[src/inc/scg_pkg.sv]
// constants shared by the strip clock generator: register map, field positions, timing
package scg_pkg;

  // register byte addresses
  localparam logic [31:0] ADDR_CONTROL_STATUS = 32'hc400_0000;
  localparam logic [31:0] ADDR_COUNT_LOW = 32'hc400_0040;
  localparam logic [31:0] ADDR_COUNT_HIGH = 32'hc400_0044;
  localparam logic [31:0] ADDR_SYNTH_CONFIG = 32'hc400_0048;

  // strip_control_status fields
  localparam int CS_SYNTH_RESET = 31;
  localparam int CS_MCLK_LOCKED = 30;
  localparam int CS_XING_LOCKED = 29;
  localparam int CS_COUNT_CLEAR = 22;
  localparam int CS_COUNT_ENABLE = 19;
  localparam int CS_QUAD_RATE = 17;
  localparam int CS_EXT_SOURCE = 16;
  localparam logic [31:0] CS_WRITE_MASK = 32'h804b_0000;
  localparam logic [31:0] CS_RESET = 32'h0000_0000;

  // synth_config_port fields
  localparam int SY_GO = 31;
  localparam int SY_ADDR_HI = 22;
  localparam int SY_ADDR_LO = 16;
  localparam int SY_DATA_W = 16;
  localparam int SY_ADDR_W = 7;
  localparam logic [6:0] SYNTH_NUM_ADDR = 7'h50;
  localparam logic [6:0] SYNTH_DEN_ADDR = 7'h52;
  localparam int FACTOR_W = 5;
  localparam logic [4:0] NUM_M1_RESET = 5'h0b;
  localparam logic [4:0] DEN_M1_RESET = 5'h04;

  // fine time bins per crossing period
  localparam logic [2:0] LAST_BIN_NORMAL = 3'h7;
  localparam logic [2:0] LAST_BIN_QUAD = 3'h3;
  localparam logic [2:0] HALF_BIN_NORMAL = 3'h4;
  localparam logic [2:0] HALF_BIN_QUAD = 3'h2;

  // pin indices of the sampled oscillator inputs
  localparam int PIN_MAIN = 0;
  localparam int PIN_SLOW = 1;
  localparam int PIN_EXT = 2;
  localparam int PIN_COUNT = 3;

  // 200 MHz phase advance per 66.667 MHz edge
  localparam logic [7:0] INJECT_STEP = 8'h03;

  // timing
  localparam int CLK_PERIOD_PS = 25000;
  localparam int SYNTH_ACCESS_NS = 100;
  localparam int SYNTH_ACCESS_CYCLES = (SYNTH_ACCESS_NS * 1000 + CLK_PERIOD_PS - 1) / CLK_PERIOD_PS;
  localparam logic [4:0] LOCK_EDGES = 5'h10;
  localparam int COUNT_W = 48;

endpackage

[src/scg_strip_clock_generator.sv]
// strip clock generator: readout clocks, crossing clock synthesizer, crossing counter, registers
//
// What this block does
// - crossing clock source is the main oscillator, or external input when control bit 16 set.
// - selected source feeds a synthesizer with programmable multiply and divide; 12/5 after reset.
// - fast synthesized ticks split each crossing period into eight fine time bins.
// - control bit 17 makes crossing period four fast ticks, giving four bins.
// - readout master clocks A and B both come from the main oscillator.
// - a double-rate capture strobe is phase aligned to readout master clock A.
// - a 200 MHz injection phase is synthesized from the main oscillator.
// - converter serial interfaces are ticked from the 5 MHz oscillator.
// - numerator and denominator factors scale the source frequency.
// - 48-bit crossing counter, read and written as low 32 and upper 16 words.
// - config write with top bit set writes data; clear requests read; top bit shows busy.
// - control bit 31 resets the synthesizer; bits 30 and 29 report lock.
// - control bit 19 enables counting; bit 22 holds the counter at zero.
`timescale 1ns/1ps
module scg_strip_clock_generator
  import scg_pkg::*;
(
  input wire logic i_sys_clk,
  input wire logic i_resetn,
  input wire logic i_osc_main,
  input wire logic i_osc_slow,
  input wire logic i_ext_clk,
  input wire logic [31:0] i_bus_addr,
  input wire logic i_bus_wr,
  input wire logic i_bus_rd,
  input wire logic [31:0] i_bus_wdata,
  output logic [31:0] o_bus_rdata,
  output logic o_bus_ready,
  output logic o_mclk_a,
  output logic o_mclk_b,
  output logic o_ddr_capture,
  output logic [7:0] o_inject_phase,
  output logic o_spi_tick,
  output logic o_bin_tick,
  output logic [2:0] o_fine_bin,
  output logic o_crossing_tick,
  output logic o_bunch_crossing_clock
);

  ////////////////////////////////////////////////////////////////////////////
  // pin sampling: two flops, then a third for edge detection
  logic [PIN_COUNT-1:0] pin_raw;
  logic [PIN_COUNT-1:0] sync1;
  logic [PIN_COUNT-1:0] sync2;
  logic [PIN_COUNT-1:0] sync3;
  logic [PIN_COUNT-1:0] rise;

  assign pin_raw = {i_ext_clk, i_osc_slow, i_osc_main};

  genvar gi;
  generate
    for (gi = 0; gi < PIN_COUNT; gi++) begin : g_pin
      always_ff @(posedge i_sys_clk) begin
        if (!i_resetn) begin
          sync1[gi] <= 1'b0;
          sync2[gi] <= 1'b0;
          sync3[gi] <= 1'b0;
        end else begin
          sync1[gi] <= pin_raw[gi];
          sync2[gi] <= sync1[gi];
          sync3[gi] <= sync2[gi];
        end
      end
      assign rise[gi] = sync2[gi] & ~sync3[gi];
    end
  endgenerate

  ////////////////////////////////////////////////////////////////////////////
  // register state
  logic [31:0] control_status;
  logic [COUNT_W-1:0] crossing_count;
  logic [FACTOR_W-1:0] num_m1;
  logic [FACTOR_W-1:0] den_m1;
  logic synth_busy;
  logic synth_go;
  logic [SY_ADDR_W-1:0] synth_addr;
  logic [SY_DATA_W-1:0] synth_wdata;
  logic [SY_DATA_W-1:0] synth_rdata;
  logic [3:0] synth_cnt;
  logic mclk_locked;
  logic xing_locked;
  logic [4:0] mclk_lock_cnt;
  logic [4:0] xing_lock_cnt;

  logic synth_reset;
  logic ext_sel;
  logic quad_sel;
  assign synth_reset = control_status[CS_SYNTH_RESET];
  assign ext_sel = control_status[CS_EXT_SOURCE];
  assign quad_sel = control_status[CS_QUAD_RATE];

  logic hit_cs;
  logic hit_low;
  logic hit_high;
  logic hit_synth;
  logic bus_hit;
  assign hit_cs = (i_bus_addr == ADDR_CONTROL_STATUS);
  assign hit_low = (i_bus_addr == ADDR_COUNT_LOW);
  assign hit_high = (i_bus_addr == ADDR_COUNT_HIGH);
  assign hit_synth = (i_bus_addr == ADDR_SYNTH_CONFIG);
  assign bus_hit = hit_cs | hit_low | hit_high | hit_synth;

  logic synth_accept;
  assign synth_accept = i_bus_wr & hit_synth & ~synth_busy;

  ////////////////////////////////////////////////////////////////////////////
  // register bus: access taken on the edge, ready and data one cycle later
  always_ff @(posedge i_sys_clk) begin
    if (!i_resetn) begin
      control_status <= CS_RESET;
    end else if (i_bus_wr && hit_cs) begin
      control_status <= i_bus_wdata & CS_WRITE_MASK;
    end
  end

  always_ff @(posedge i_sys_clk) begin
    if (!i_resetn) begin
      o_bus_ready <= 1'b0;
      o_bus_rdata <= 32'h0000_0000;
    end else begin
      o_bus_ready <= (i_bus_wr | i_bus_rd) & bus_hit;
      o_bus_rdata <= 32'h0000_0000;
      if (i_bus_rd) begin
        if (hit_cs) begin
          o_bus_rdata <= control_status;
          o_bus_rdata[CS_MCLK_LOCKED] <= mclk_locked;
          o_bus_rdata[CS_XING_LOCKED] <= xing_locked;
        end else if (hit_low) begin
          o_bus_rdata <= crossing_count[31:0];
        end else if (hit_high) begin
          o_bus_rdata <= {16'h0000, crossing_count[COUNT_W-1:32]};
        end else if (hit_synth) begin
          o_bus_rdata <= {synth_busy, 8'h00, synth_addr, synth_rdata};
        end
      end
    end
  end

  ////////////////////////////////////////////////////////////////////////////
  // synthesizer configuration port; a write while busy is dropped
  always_ff @(posedge i_sys_clk) begin
    if (!i_resetn) begin
      synth_busy <= 1'b0;
      synth_go <= 1'b0;
      synth_addr <= 7'h00;
      synth_wdata <= 16'h0000;
      synth_rdata <= 16'h0000;
      synth_cnt <= 4'h0;
      num_m1 <= NUM_M1_RESET;
      den_m1 <= DEN_M1_RESET;
    end else if (synth_accept) begin
      synth_busy <= 1'b1;
      synth_go <= i_bus_wdata[SY_GO];
      synth_addr <= i_bus_wdata[SY_ADDR_HI:SY_ADDR_LO];
      synth_wdata <= i_bus_wdata[SY_DATA_W-1:0];
      synth_cnt <= 4'(SYNTH_ACCESS_CYCLES);
    end else if (synth_busy) begin
      synth_cnt <= synth_cnt - 4'h1;
      if (synth_cnt == 4'h1) begin
        synth_busy <= 1'b0;
        if (synth_go) begin
          if (synth_addr == SYNTH_NUM_ADDR) num_m1 <= synth_wdata[FACTOR_W-1:0];
          if (synth_addr == SYNTH_DEN_ADDR) den_m1 <= synth_wdata[FACTOR_W-1:0];
        end else begin
          synth_rdata <= 16'h0000;
          if (synth_addr == SYNTH_NUM_ADDR) synth_rdata <= {11'h000, num_m1};
          if (synth_addr == SYNTH_DEN_ADDR) synth_rdata <= {11'h000, den_m1};
        end
      end
    end
  end

  ////////////////////////////////////////////////////////////////////////////
  // fractional synthesizer: N/D ticks per source edge, at most one per cycle,
  // so a fast clock above the system rate saturates rather than wraps
  logic src_tick;
  logic [8:0] next_sum;
  logic next_fast;
  logic [7:0] acc;

  assign src_tick = ext_sel ? rise[PIN_EXT] : rise[PIN_MAIN];

  always_comb begin
    next_sum = {1'b0, acc} + (src_tick ? {3'b000, 1'b0, num_m1} + 9'h001 : 9'h000);
    next_fast = 1'b0;
    if (next_sum >= {3'b000, 1'b0, den_m1} + 9'h001) begin
      next_sum = next_sum - ({3'b000, 1'b0, den_m1} + 9'h001);
      next_fast = 1'b1;
    end
    if (next_sum[8]) next_sum = 9'h0ff;
  end

  logic [2:0] last_bin;
  logic [2:0] half_bin;
  logic [2:0] next_bin;
  assign last_bin = quad_sel ? LAST_BIN_QUAD : LAST_BIN_NORMAL;
  assign half_bin = quad_sel ? HALF_BIN_QUAD : HALF_BIN_NORMAL;
  assign next_bin = (o_fine_bin >= last_bin) ? 3'h0 : o_fine_bin + 3'h1;

  always_ff @(posedge i_sys_clk) begin
    if (!i_resetn || synth_reset) begin
      acc <= 8'h00;
      o_bin_tick <= 1'b0;
      o_fine_bin <= 3'h0;
      o_crossing_tick <= 1'b0;
      o_bunch_crossing_clock <= 1'b0;
    end else begin
      acc <= next_sum[7:0];
      o_bin_tick <= next_fast;
      o_crossing_tick <= next_fast && (next_bin == 3'h0);
      if (next_fast) begin
        o_fine_bin <= next_bin;
        o_bunch_crossing_clock <= (next_bin < half_bin);
      end
    end
  end

  ////////////////////////////////////////////////////////////////////////////
  // lock status: a fixed number of edges after reset; crossing lock also restarts on any change of settings
  logic settings_change;
  assign settings_change = (synth_busy && synth_cnt == 4'h1 && synth_go) ||
                           (i_bus_wr && hit_cs &&
                            i_bus_wdata[CS_QUAD_RATE:CS_EXT_SOURCE] != control_status[CS_QUAD_RATE:CS_EXT_SOURCE]);

  always_ff @(posedge i_sys_clk) begin
    if (!i_resetn || synth_reset) begin
      mclk_lock_cnt <= 5'h00;
      mclk_locked <= 1'b0;
    end else if (rise[PIN_MAIN] && !mclk_locked) begin
      mclk_lock_cnt <= mclk_lock_cnt + 5'h01;
      mclk_locked <= (mclk_lock_cnt + 5'h01 == LOCK_EDGES);
    end
  end

  always_ff @(posedge i_sys_clk) begin
    if (!i_resetn || synth_reset || settings_change) begin
      xing_lock_cnt <= 5'h00;
      xing_locked <= 1'b0;
    end else if (o_bin_tick && !xing_locked) begin
      xing_lock_cnt <= xing_lock_cnt + 5'h01;
      xing_locked <= (xing_lock_cnt + 5'h01 == LOCK_EDGES);
    end
  end

  ////////////////////////////////////////////////////////////////////////////
  // readout clocks, capture strobe, injection phase, serial tick
  always_ff @(posedge i_sys_clk) begin
    if (!i_resetn) begin
      o_mclk_a <= 1'b0;
      o_mclk_b <= 1'b0;
      o_ddr_capture <= 1'b0;
      o_inject_phase <= 8'h00;
      o_spi_tick <= 1'b0;
    end else begin
      o_ddr_capture <= rise[PIN_MAIN];
      o_spi_tick <= rise[PIN_SLOW];
      if (rise[PIN_MAIN]) begin
        o_mclk_a <= ~o_mclk_a;
        o_mclk_b <= ~o_mclk_a;
        o_inject_phase <= o_inject_phase + INJECT_STEP;
      end
    end
  end

  ////////////////////////////////////////////////////////////////////////////
  // crossing counter: clear beats a bus write, a write beats counting
  always_ff @(posedge i_sys_clk) begin
    if (!i_resetn || control_status[CS_COUNT_CLEAR]) begin
      crossing_count <= 48'h0000_0000_0000;
    end else if (i_bus_wr && hit_low) begin
      crossing_count[31:0] <= i_bus_wdata;
    end else if (i_bus_wr && hit_high) begin
      crossing_count[COUNT_W-1:32] <= i_bus_wdata[15:0];
    end else if (control_status[CS_COUNT_ENABLE] && o_crossing_tick) begin
      crossing_count <= crossing_count + 48'h0000_0000_0001;
    end
  end
endmodule

[config.mk]
export PLATFORM = sky130hd
export DESIGN_NAME = scg_strip_clock_generator
export DESIGN_NICKNAME = d
export VERILOG_FILES = /design/src/inc/scg_pkg.sv /design/src/scg_strip_clock_generator.sv
export SDC_FILE = /design/constraint.sdc
export NUM_CORES = 1
export LEC_CHECK = 0
export BUFFER_PORTS_ARGS = -buffer_cell sky130_fd_sc_hd__buf_2
export CAP_MARGIN = 20
export CELL_PAD_IN_SITES_DETAIL_PLACEMENT = 1
export CELL_PAD_IN_SITES_GLOBAL_PLACEMENT = 1
export CORE_MARGIN = 5
export CORE_UTILIZATION = 39
export CTS_CLUSTER_DIAMETER = 120
export DETAILED_ROUTE_END_ITERATION = 16
export GPL_ROUTABILITY_DRIVEN = 0
export PLACE_DENSITY_LB_ADDON = 0.1
export SETUP_SLACK_MARGIN = 0.5
export SLEW_MARGIN = 20
export SYNTH_ARGS = -nofsm -noshare
export SYNTH_HDL_FRONTEND = slang
export SYNTH_SLANG_ARGS = --single-unit
[constraint.sdc]
create_clock -name i_sys_clk -period 3.9 [get_ports i_sys_clk]
set_clock_uncertainty 0.15 [all_clocks]
set_input_delay 0.195 -clock i_sys_clk [delete_from_list [all_inputs] [get_ports i_sys_clk]]
set_output_delay 0.195 -clock i_sys_clk [all_outputs]
set_load 0.02 [all_outputs]
; ---- Word level (Yosys, flattened, before mapping)
; Index checks and enable logic that the tools add are counted.
[totals]
regBits = 176
input_bits = 71
out_inout_bits = 51
[classes]
addsub = 10
n_lt_le_gt_ge = 3
eq_ne = 11
muxes = 23
n_bitwise = 20
n_reduce_logical = 29
[ops]
columns = cell, count
row1 = 2-to-1 mux 32 bit, 6
row2 = "== test 32 bit, second input constant", 4
row3 = "adder 48 x 1 -> 48 bit, second input constant", 1
row4 = 2-to-1 mux 48 bit, 1
row5 = 2-to-1 mux 16 bit, 2
row6 = 2-to-1 mux 3 bit, 5
row7 = "== test 7 bit, second input constant", 2
row8 = "adder 5 x 1 -> 6 bit, second input constant", 2
row9 = "adder 5 x 1 -> 5 bit, second input constant", 2
row10 = "== test 5 bit, second input constant", 2
row11 = logical AND 1 bit, 10
row12 = NOT 1 bit, 10
row13 = AND reduction 5 bit, 2
row14 = adder 8 x 6 -> 9 bit, 1
row15 = >= comparator 9 bit, 1
row16 = 2-to-1 mux 9 bit, 1
row17 = subtractor 9 x 6 -> 9 bit, 1
row18 = "adder 8 x 2 -> 8 bit, second input constant", 1
row19 = 2-to-1 mux 8 bit, 1
row20 = bitwise AND 1 bit, 6
row21 = 2-to-1 mux 6 bit, 1
row22 = AND reduction 2 bit, 3
row23 = nonzero test 2 bit, 3
row24 = 2-to-1 mux 1 bit, 5
row25 = 14 further kinds, 23

; ---- Depth between registers and ports, before layout
; Gate-level depths: netlist (run 1).
[logic_depth]
ltp_word = 8
ltp_mapped = 18

; ---- Worst setup path before layout (run 1)
; Ideal clock, no wire load.
[synth_path]
kind = reg2reg
from = register sync3[0]
to = register acc[0]
arrival_time_ns = 3.509
setup_slack_ns = 0.087
path_stages_with_launch = 17
period_less_slack_ns = 3.813
cell_sequence = dfxtp_1 -> nand2b_1 -> nor2_1 -> a31oi_1 -> nor2_1 -> ha_1 -> inv_1 -> fa_1 -> inv_1 -> fa_1 -> a21o_1 -> a21o_1 -> a21o_1 -> maj3_1 -> a21oi_1 -> mux2i_1 -> o311ai_0
[synth_via]
elab_chain_len = 8
elab_cells_between_ends = 9
classes_between = add/sub (2) / order compare (1) / mux (4) / bitwise (2)
[synth_lines]
columns = item, line
row1 = start: declaration, scg_strip_clock_generator.sv:48  ; logic [PIN_COUNT-1:0] sync3;
row2 = start signal: indexed assignment, scg_strip_clock_generator.sv:64  ; sync3[gi] <= sync2[gi];
row3 = NOT 1 bit *, scg_strip_clock_generator.sv:67  ; assign rise[gi] = sync2[gi] & ~sync3[gi];
row4 = bitwise AND 1 bit *, scg_strip_clock_generator.sv:67
row5 = 2-to-1 mux 1 bit *, scg_strip_clock_generator.sv:184  ; assign src_tick = ext_sel ? rise[PIN_EXT] : rise[PIN_MAIN];
row6 = 2-to-1 mux 6 bit *, scg_strip_clock_generator.sv:187  ; next_sum = {1'b0, acc} + (src_tick ? {3'b000, 1'b0, num_m1} + 9'h001 : 9'h000);
row7 = adder 8 x 6 -> 9 bit *, scg_strip_clock_generator.sv:187
row8 = subtractor 9 x 6 -> 9 bit / >= comparator 9 bit (equally long branches), "scg_strip_clock_generator.sv:190, scg_strip_clock_generator.sv:189"
row9 = 2-to-1 mux 9 bit *, scg_strip_clock_generator.sv:189  ; if (next_sum >= {3'b000, 1'b0, den_m1} + 9'h001) begin
row10 = 2-to-1 mux 8 bit *, scg_strip_clock_generator.sv:193  ; if (next_sum[8]) next_sum = 9'h0ff;
row11 = end signal: assignment, scg_strip_clock_generator.sv:211  ; acc <= next_sum[7:0];
row12 = end: declaration, scg_strip_clock_generator.sv:182  ; logic [7:0] acc;
; Every way passes the cells marked *; elsewhere a longest branch is shown, timed or not.
; A chain may end at the register's enable or synchronous reset.

; ---- Final worst setup path (run 1)
[layout_path]
from = register sync3[0]
to = register acc[4]
; Same word-level chain as after synthesis.

==> impl_metrics.yaml, run 1 <==
status:
  status: "complete, no violations"
critical_path:
  worst-endpoint-arrival_ns: 3.89
  worstSetupEndpointType: "flop"
  timing_worst_setup_path_type: "flop to flop"
  crit_path_max_fanout: 5
  r2r-start: "sync3[0]"
  critPathRequiredTime_ns: 4.06
  crit_start: "sync3[0]"
  r2r_cells: 17
  cp-start-kind: "flop"
power_and_ir_drop:
  cellPowerDensity_mw_per_mm2: 453
  lkg_pwr_nw: 4.13
  ir_worst_vdd_mv: 0.321
  p_total_w: 0.00480
hold_path:
  worst_hold_path.num_cells: 3
  hold_path_startpoint: "i_bus_wr"
  worst_hold_check_path_type: "input port to flop"
route:
  wirelength_met1_mm: 11.4
  highest_layer: "met4"
  drt_wl_total_mm: 26.4
  detail_route.drc_violations: 0
  routed_via_count_divided_by_cell_count: 5.36
  drt-pass1-iter-count: 4
  drt_iter0_drc: 288
  routedWlPerCell_um: 18.6
  met3_wirelength_um: 972
  ant_nets: 0
  dr_wl_met2_mm: 13.5
  via_count: 7612
floorplanning:
  floorplan.die.height_um: 156
  die_area_sq_mm: 0.0242
  rows: 53
  pin_count: 122
  initial_utilization_pct: 39.4
  core_region_area_sq_mm: 0.0210
  width_of_the_chip_um: 156
sta:
  report.final.hold_viol_count: 0
  slew_headroom_pct: 46.4
  final.setup.tns_ns: 0
  grt_setup_unrepaired: "yes"
  period_share_pct: 95.7
  maxClockFrequency_mhz: 268
  finalWorstPathRequiredPeriod_ns: 3.73
  timing.final.max_slew_violations: 0
  finalSetupViolCount: 0
  tightest_pin_transition_ns: 0.793
layout:
  flow.area_growth_from_synthesis_pct: 28.1
  layoutNonFillerInstCount: 1420
  fill_cells: 2496
  antenna_cells: 0
  layout-drive-gt1-share_pct: 25.1
  multi_input_comb_area_sq_mm: 0.00491
  finish.net_count: 1229
  fin_util_pct: 50.5
  area.sequential_sq_mm: 0.00331
run:
  max-cap-violations: 0
placed_design:
  dpl_wire_length_mm: 18.8
  portBuffers: 121
  numPlacedInstances: 1327
clock_tree:
  htree_levels: 4
  cts_inserted_buffers: 17
  clock_transition_at_the_registers_of_the_reported_paths_ns: 0.08
  clock_insertion_delay_worst_skew_ns: 0.44
  cts_tree: "done"
  clock_root_buffer: "sky130_fd_sc_hd__clkbuf_16"
  maximum_clock_path_buffer_count: 2
  clock_sinks: 165
yosys:
  ys_ff_latch: 165
  yosysMostFrequentCell: "sky130_fd_sc_hd__dfxtp_1"
  post_synth_fa_ha_maj_area_fraction_pct: 4.36
  post_synth_instance_area_sq_mm: 0.00826
  synth_area_leaders: "sky130_fd_sc_hd__dfxtp_1, sky130_fd_sc_hd__xnor2_1, sky130_fd_sc_hd__nor2_1"
  yosysUniqueCellTypes: 79
  fraction_of_registers_with_async_set_or_reset_after_synthesis_pct: 0
  postSynthAreaPerCell_sq_um: 8.73
  synthTopCellsByCount: "sky130_fd_sc_hd__dfxtp_1, sky130_fd_sc_hd__nor2_1, sky130_fd_sc_hd__nand2_1, sky130_fd_sc_hd__o21ai_0, sky130_fd_sc_hd__xnor2_1"
  synth-simple-area-share_pct: 25.0
  synth_top_flop_cell: "sky130_fd_sc_hd__dfxtp_1"
  syn_inst: 946
  syn-num-nets: 1043
  post_synth_xor_xnor_area_pct: 8.04
  synth_compound_gate_area_share_pct: 16.1
  seq_area_frac_synth_pct: 40.0
  synth_mux_area_share_pct: 3.18
  synth_edf_count: 0
  synth_top_area_share_pct: 40.0
  yosys_warnings: 0
  main_combinational_cell_family_by_area_after_synthesis: "simple AND/OR/NAND/NOR gates"
  netlist.top_cell.by_area: "sky130_fd_sc_hd__dfxtp_1"
global_route:
  grt.overflow.total: 0
  grt_max_degree: 58
  first_global_vias: 7756
  groute.usage.overall_pct: 21.5
  grt_first_pass_wirelength_mm: 41.6
  initial_antenna_violation_count: 0
-- timing repair --
action | CTS | global route
gates cloned | 1 | 0
buffers inserted | 19 | 5
endpoints found under the hold margin | 65 | 0
resized for setup | 38 | 9
endpoints found under the setup margin | 14 | 14
pin swaps | 27 | 17
hold buffers | 36 | 0
-- routing by layer --
metal | vias to the layer above | GRT usage, %
met2 | 141 | 39.5
met3 | 32 | 3.55
met5 | - | 0
li1 | 3721 | -
met1 | 3718 | 25.7
met4 | 0 | 6.63
-- report_power, final --
part           total [W]  internal, W  switching (W)
logic            0.00126     0.000619       0.000636
clock network    0.00171     0.000867       0.000840
registers        0.00184      0.00176      0.0000779
total            0.00480      0.00325        0.00155
-- critical path, stage by stage, from the launching register on --
cell                       delay (ns)
sky130_fd_sc_hd__dfxtp_2         0.32
sky130_fd_sc_hd__nand2b_4        0.14
sky130_fd_sc_hd__nor2_4          0.10
sky130_fd_sc_hd__a31oi_4         0.06
sky130_fd_sc_hd__nor2_2          0.11
sky130_fd_sc_hd__ha_2            0.21
sky130_fd_sc_hd__inv_2           0.04
sky130_fd_sc_hd__fa_2            0.56
sky130_fd_sc_hd__inv_2           0.06
sky130_fd_sc_hd__fa_2            0.35
sky130_fd_sc_hd__a21o_1          0.19
sky130_fd_sc_hd__a21o_1          0.16
sky130_fd_sc_hd__a21o_1          0.16
sky130_fd_sc_hd__maj3_2          0.32
sky130_fd_sc_hd__a21oi_2         0.14
sky130_fd_sc_hd__mux2i_2         0.26
sky130_fd_sc_hd__buf_4           0.18
sky130_fd_sc_hd__o211ai_1        0.10
-- metrics by stage --
stage / hold slack (ns) / worst slack, ns / area (sq um)
finish: 0.0465 / 0.168 / 10600
global route: 0.0476 / 0.00667 / 10600
CTS: 0.0317 / 0.232 / 10500
detailed placement: 0.231 / 0.0438 / 9260
global placement: 0.222 / 0.170 / 9260
floorplan: 0.154 / 0.345 / 8330
-- layout by cell type, fill, tap and decap left out, types with 18 or more instances in the layout --
cell,synthesis,final
sky130_fd_sc_hd__a211oi_1,26,26
sky130_fd_sc_hd__a21oi_1,36,30
sky130_fd_sc_hd__and2_1,29,29
sky130_fd_sc_hd__buf_2,10,121
sky130_fd_sc_hd__buf_4,3,41
sky130_fd_sc_hd__dfxtp_1,165,162
sky130_fd_sc_hd__dlygate4sd3_1,0,36
sky130_fd_sc_hd__ha_1,24,20
sky130_fd_sc_hd__inv_1,26,23
sky130_fd_sc_hd__mux2i_1,24,23
sky130_fd_sc_hd__nand2_1,89,88
sky130_fd_sc_hd__nand3_1,45,43
sky130_fd_sc_hd__nor2_1,96,91
sky130_fd_sc_hd__nor2b_1,20,18
sky130_fd_sc_hd__nor3_1,30,30
sky130_fd_sc_hd__o21ai_0,49,42
sky130_fd_sc_hd__xnor2_1,47,45
sky130_fd_sc_hd__xor2_1,27,27
-- final timing paths --
check,slack [ns],end
setup / recovery,0.17,acc[4]
hold / removal,0.05,o_bus_ready
setup reg to reg,0.17,acc[4]
hold reg to reg,0.24,o_spi_tick
-- sequential cells by signal (all words and copies together), names as in the netlist, 4 cells and up --
name / flops
control_status: 5
synth_cnt: 4
o_inject_phase: 8
o_bus_rdata: 32
synth_wdata: 5
synth_addr: 7
den_m1: 5
num_m1: 5
mclk_lock_cnt: 5
acc: 8
crossing_count: 48
synth_rdata: 5
xing_lock_cnt: 5
-- layout make-up --
class	count	area share, %
well taps	275	3.25
flip-flops and latches	165	31.2
inverters	27	0.957
multi-input cells	719	46.4
clock buffers	17	4.02
repair buffers	202	12.5
clock inverters	15	1.65
-- cell families (layout without fill, tap and decap cells) --
group / count (synthesis) / in the layout
compound gates: 196 / 196
xor+xnor: 75 / 75
fa+ha+maj: 28 / 28
buf+inv: 62 / 261
flops: 165 / 165
mux: 26 / 26
simple gates: 394 / 394
No activity file was read; power rests on OpenSTA's default activity.
==> run 2: changes to the inputs <==
--- a/config.mk
+++ b/config.mk
@@ -15,7 +15,6 @@
 export DETAILED_ROUTE_END_ITERATION = 16
 export GPL_ROUTABILITY_DRIVEN = 0
 export PLACE_DENSITY_LB_ADDON = 0.1
-export SETUP_SLACK_MARGIN = 0.5
 export SLEW_MARGIN = 20
 export SYNTH_ARGS = -nofsm -noshare
 export SYNTH_HDL_FRONTEND = slang
==> constraint.sdc (replaced) <==
create_clock -name i_sys_clk -period 3.9 [get_ports i_sys_clk]
set_clock_uncertainty 0.15 [all_clocks]
set_input_delay 0.195 -clock i_sys_clk [delete_from_list [all_inputs] [get_ports i_sys_clk]]
set_output_delay 0.195 -clock i_sys_clk [all_outputs]
set_load 0.05 [all_outputs]
==> run 2 against run 1 <==
Cell count is 0.42% lower. Sequential power hardly changed. Sequential cell count stayed put. First-iteration DRC count is 14% higher. Worst hold slack worse by 0.0018 ns. Global-route usage is 0.22 points lower. Critical endpoint is now acc[7].
==> impl_metrics.yaml, run 2 (synthesis gave the netlist of run 1 again) <==
global_route:
  first_global_vias: 7747
  grt_max_degree: 54
  grt.overflow.total: 0
  grt_first_pass_wirelength_mm: 41.1
  groute.usage.overall_pct: 21.3
  initial_antenna_violation_count: 0
layout:
  layout-drive-gt1-share_pct: 22.5
  flow.area_growth_from_synthesis_pct: 26.1
  number_of_flip_flops_under_the_largest_register_name: 48
  largest-register: "crossing_count"
  layoutNonFillerInstCount: 1414
  antenna_cells: 0
  finish.net_count: 1223
  layout.cell_area.non_filler_sq_mm: 0.0104
  layout.cells.most_common: "sky130_fd_sc_hd__dfxtp_1"
  layout.cells.most_common_list: "sky130_fd_sc_hd__dfxtp_1, sky130_fd_sc_hd__buf_2, sky130_fd_sc_hd__nor2_1"
  reg.largest.list: "crossing_count (48), o_bus_rdata (32)"
  fill_cells: 2547
critical_path:
  regToRegEndpoint: "acc[7]"
  critPathRequiredTime_ns: 4.11
  worst-endpoint-arrival_ns: 4.00
  r2r_cells: 18
  cpMaxStageDelayCell: "sky130_fd_sc_hd__or4_4"
  timing_worst_setup_path_type: "flop to flop"
  timing.critical_path.depth: 18
  crit_path_max_fanout: 4
  critical_path.cell_chain: "nand2b_4 -> nor2_4 -> a31oi_4 -> nor2_2 -> ha_2 -> inv_2 -> fa_2 -> nor2b_2 -> o21ai_1 -> a21oi_1 -> ha_1 -> and3_4 -> o21ai_2 -> nand2_2 -> buf_6 -> maj3_2 -> or4_4 -> o211ai_1"
  path_buf_inv: 2
  cp-start-kind: "flop"
  critical-path-top-delay-family: "simple AND/OR/NAND/NOR gates"
  crit_start: "sync3[0]"
  ff2ff_setup_slack_ns: 0.11
  worstSetupEndpointType: "flop"
  cp_slowest_stage_delay_ns: 0.47
  r2r-start: "sync3[0]"
clock_tree:
  maximum_clock_path_buffer_count: 2
  htree_levels: 4
  clock_sinks: 165
  clock_insertion_delay_worst_skew_ns: 0.43
  clock_transition_at_the_registers_of_the_reported_paths_ns: 0.07
  clock_root_buffer: "sky130_fd_sc_hd__clkbuf_16"
  cts_inserted_buffers: 17
  cts_tree: "done"
route:
  ant_nets: 0
  routed_via_count_divided_by_cell_count: 5.32
  drt_wl_total_mm: 25.7
  routedWlPerCell_um: 18.2
  detail_route.drc_violations: 0
  via_count: 7518
  drt_iter0_drc: 327
  drt-pass1-iter-count: 4
hold_path:
  worst_hold_check_path_type: "input port to flop"
  worst_hold_path.num_cells: 3
  hold_path_end: "o_bus_ready"
  hold_path_startpoint: "i_bus_wr"
power_and_ir_drop:
  ir_worst_vdd_mv: 0.271
  lkg_pwr_nw: 4.09
  cellPowerDensity_mw_per_mm2: 460
  p_total_w: 0.00479
placed_design:
  portBuffers: 121
  dpl_wire_length_mm: 18.8
  numPlacedInstances: 1334
  detailed_place.area_sq_mm: 0.00924
floorplanning:
  width_of_the_chip_um: 156
  floorplan.die.height_um: 156
  core_region_area_sq_mm: 0.0210
  die_area_sq_mm: 0.0242
  rows: 53
  initial_utilization_pct: 39.4
  pin_count: 122
status:
  status: "complete, no violations"
sta:
  slew_headroom_pct: 29.6
  timing.final.max_slew_violations: 0
  maxClockFrequency_mhz: 264
  finalWorstPathRequiredPeriod_ns: 3.79
  report.final.hold_viol_count: 0
  finalSetupViolCount: 0
  period_share_pct: 97.2
  tightest_pin_transition_ns: 1.06
run:
  max-cap-violations: 0
==> run 2: cell count changes in the layout (fill, tap and decap cells not counted), moves of 3 or more <==
cell / previous run / this run
sky130_fd_sc_hd__ha_4: 3 / 0
sky130_fd_sc_hd__inv_8: 6 / 0
sky130_fd_sc_hd__clkinv_8: 4 / 0
sky130_fd_sc_hd__buf_4: 41 / 37
sky130_fd_sc_hd__buf_6: 4 / 1
sky130_fd_sc_hd__o21ai_0: 42 / 45
sky130_fd_sc_hd__bufinv_16: 0 / 3
sky130_fd_sc_hd__o21ai_2: 6 / 3
sky130_fd_sc_hd__a21oi_2: 5 / 2
sky130_fd_sc_hd__clkbuf_1: 0 / 3
sky130_fd_sc_hd__nor2_1: 91 / 94
sky130_fd_sc_hd__ha_1: 20 / 23
sky130_fd_sc_hd__a21oi_1: 30 / 34
==> run 2: how the worst max path moves through the flow <==
stage               endpoint
floorplan             acc[0]
global placement      acc[1]
detailed placement    acc[0]
CTS                   acc[7]
global route          acc[7]
finish                acc[7]
==> run 2: through the flow <==
step                      util (%)  hold slack [ns]  setup TNS [ns]  worst slack [ns]
after CTS                     48.8           0.0291               0            0.0467
final                         49.7           0.0446               0             0.109
after detailed placement      44.1            0.232          -0.136           -0.0541
after global placement        44.1            0.231               0            0.0487
after floorplan                  -            0.154               0            0.0870
after global routing          49.7           0.0553          -0.238           -0.0490
==> run 2: cell type report <==
cell class / count / area (sq um) / area share (%)
inverters: 27 / 101 / 0.973
well taps: 275 / 344 / 3.30
repair buffers: 196 / 1260 / 12.1
clock buffers: 22 / 464 / 4.46
multi-input cells: 719 / 4790 / 46.0
flip-flops and latches: 165 / 3300 / 31.7
clock inverters: 10 / 146 / 1.41
==> run 2: report_power, final <==
group / switching [W] / internal, W / total [W]
sequential: 0.0000693 / 0.00176 / 0.00183
combinational: 0.000626 / 0.000560 / 0.00119
clock: 0.000724 / 0.00105 / 0.00177
==> run 2: worst min-delay path, cell delays in order <==
cell	delay [ns]
sky130_fd_sc_hd__buf_2	0.19
sky130_fd_sc_hd__o21ai_0	0.12
sky130_fd_sc_hd__nor2_1	0.08
==> run 2: routing by layer <==
| layer | up-vias | GRT usage [%] | wire, um | part of all wire, % |
|---|---|---|---|---|
| li1 | 3715 | - | - | - |
| met1 | 3666 | 26.2 | 11400 | 44 |
| met2 | 102 | 38.2 | 13200 | 51 |
| met3 | 35 | 3.30 | 632 | 2.5 |
| met4 | 0 | 6.67 | 519 | 2.0 |
| met5 | - | 0 | 0 | 0 |
==> run 2: timing repair <==
action | in CTS | in global routing
gates cloned | 0 | 0
hold buffers | 37 | 0
pin swaps | 0 | 16
setup buffers | 0 | 11
resized for setup | 3 | 31
hold endpoints to repair | 64 | 0
endpoints found under the setup margin | 4 | 14
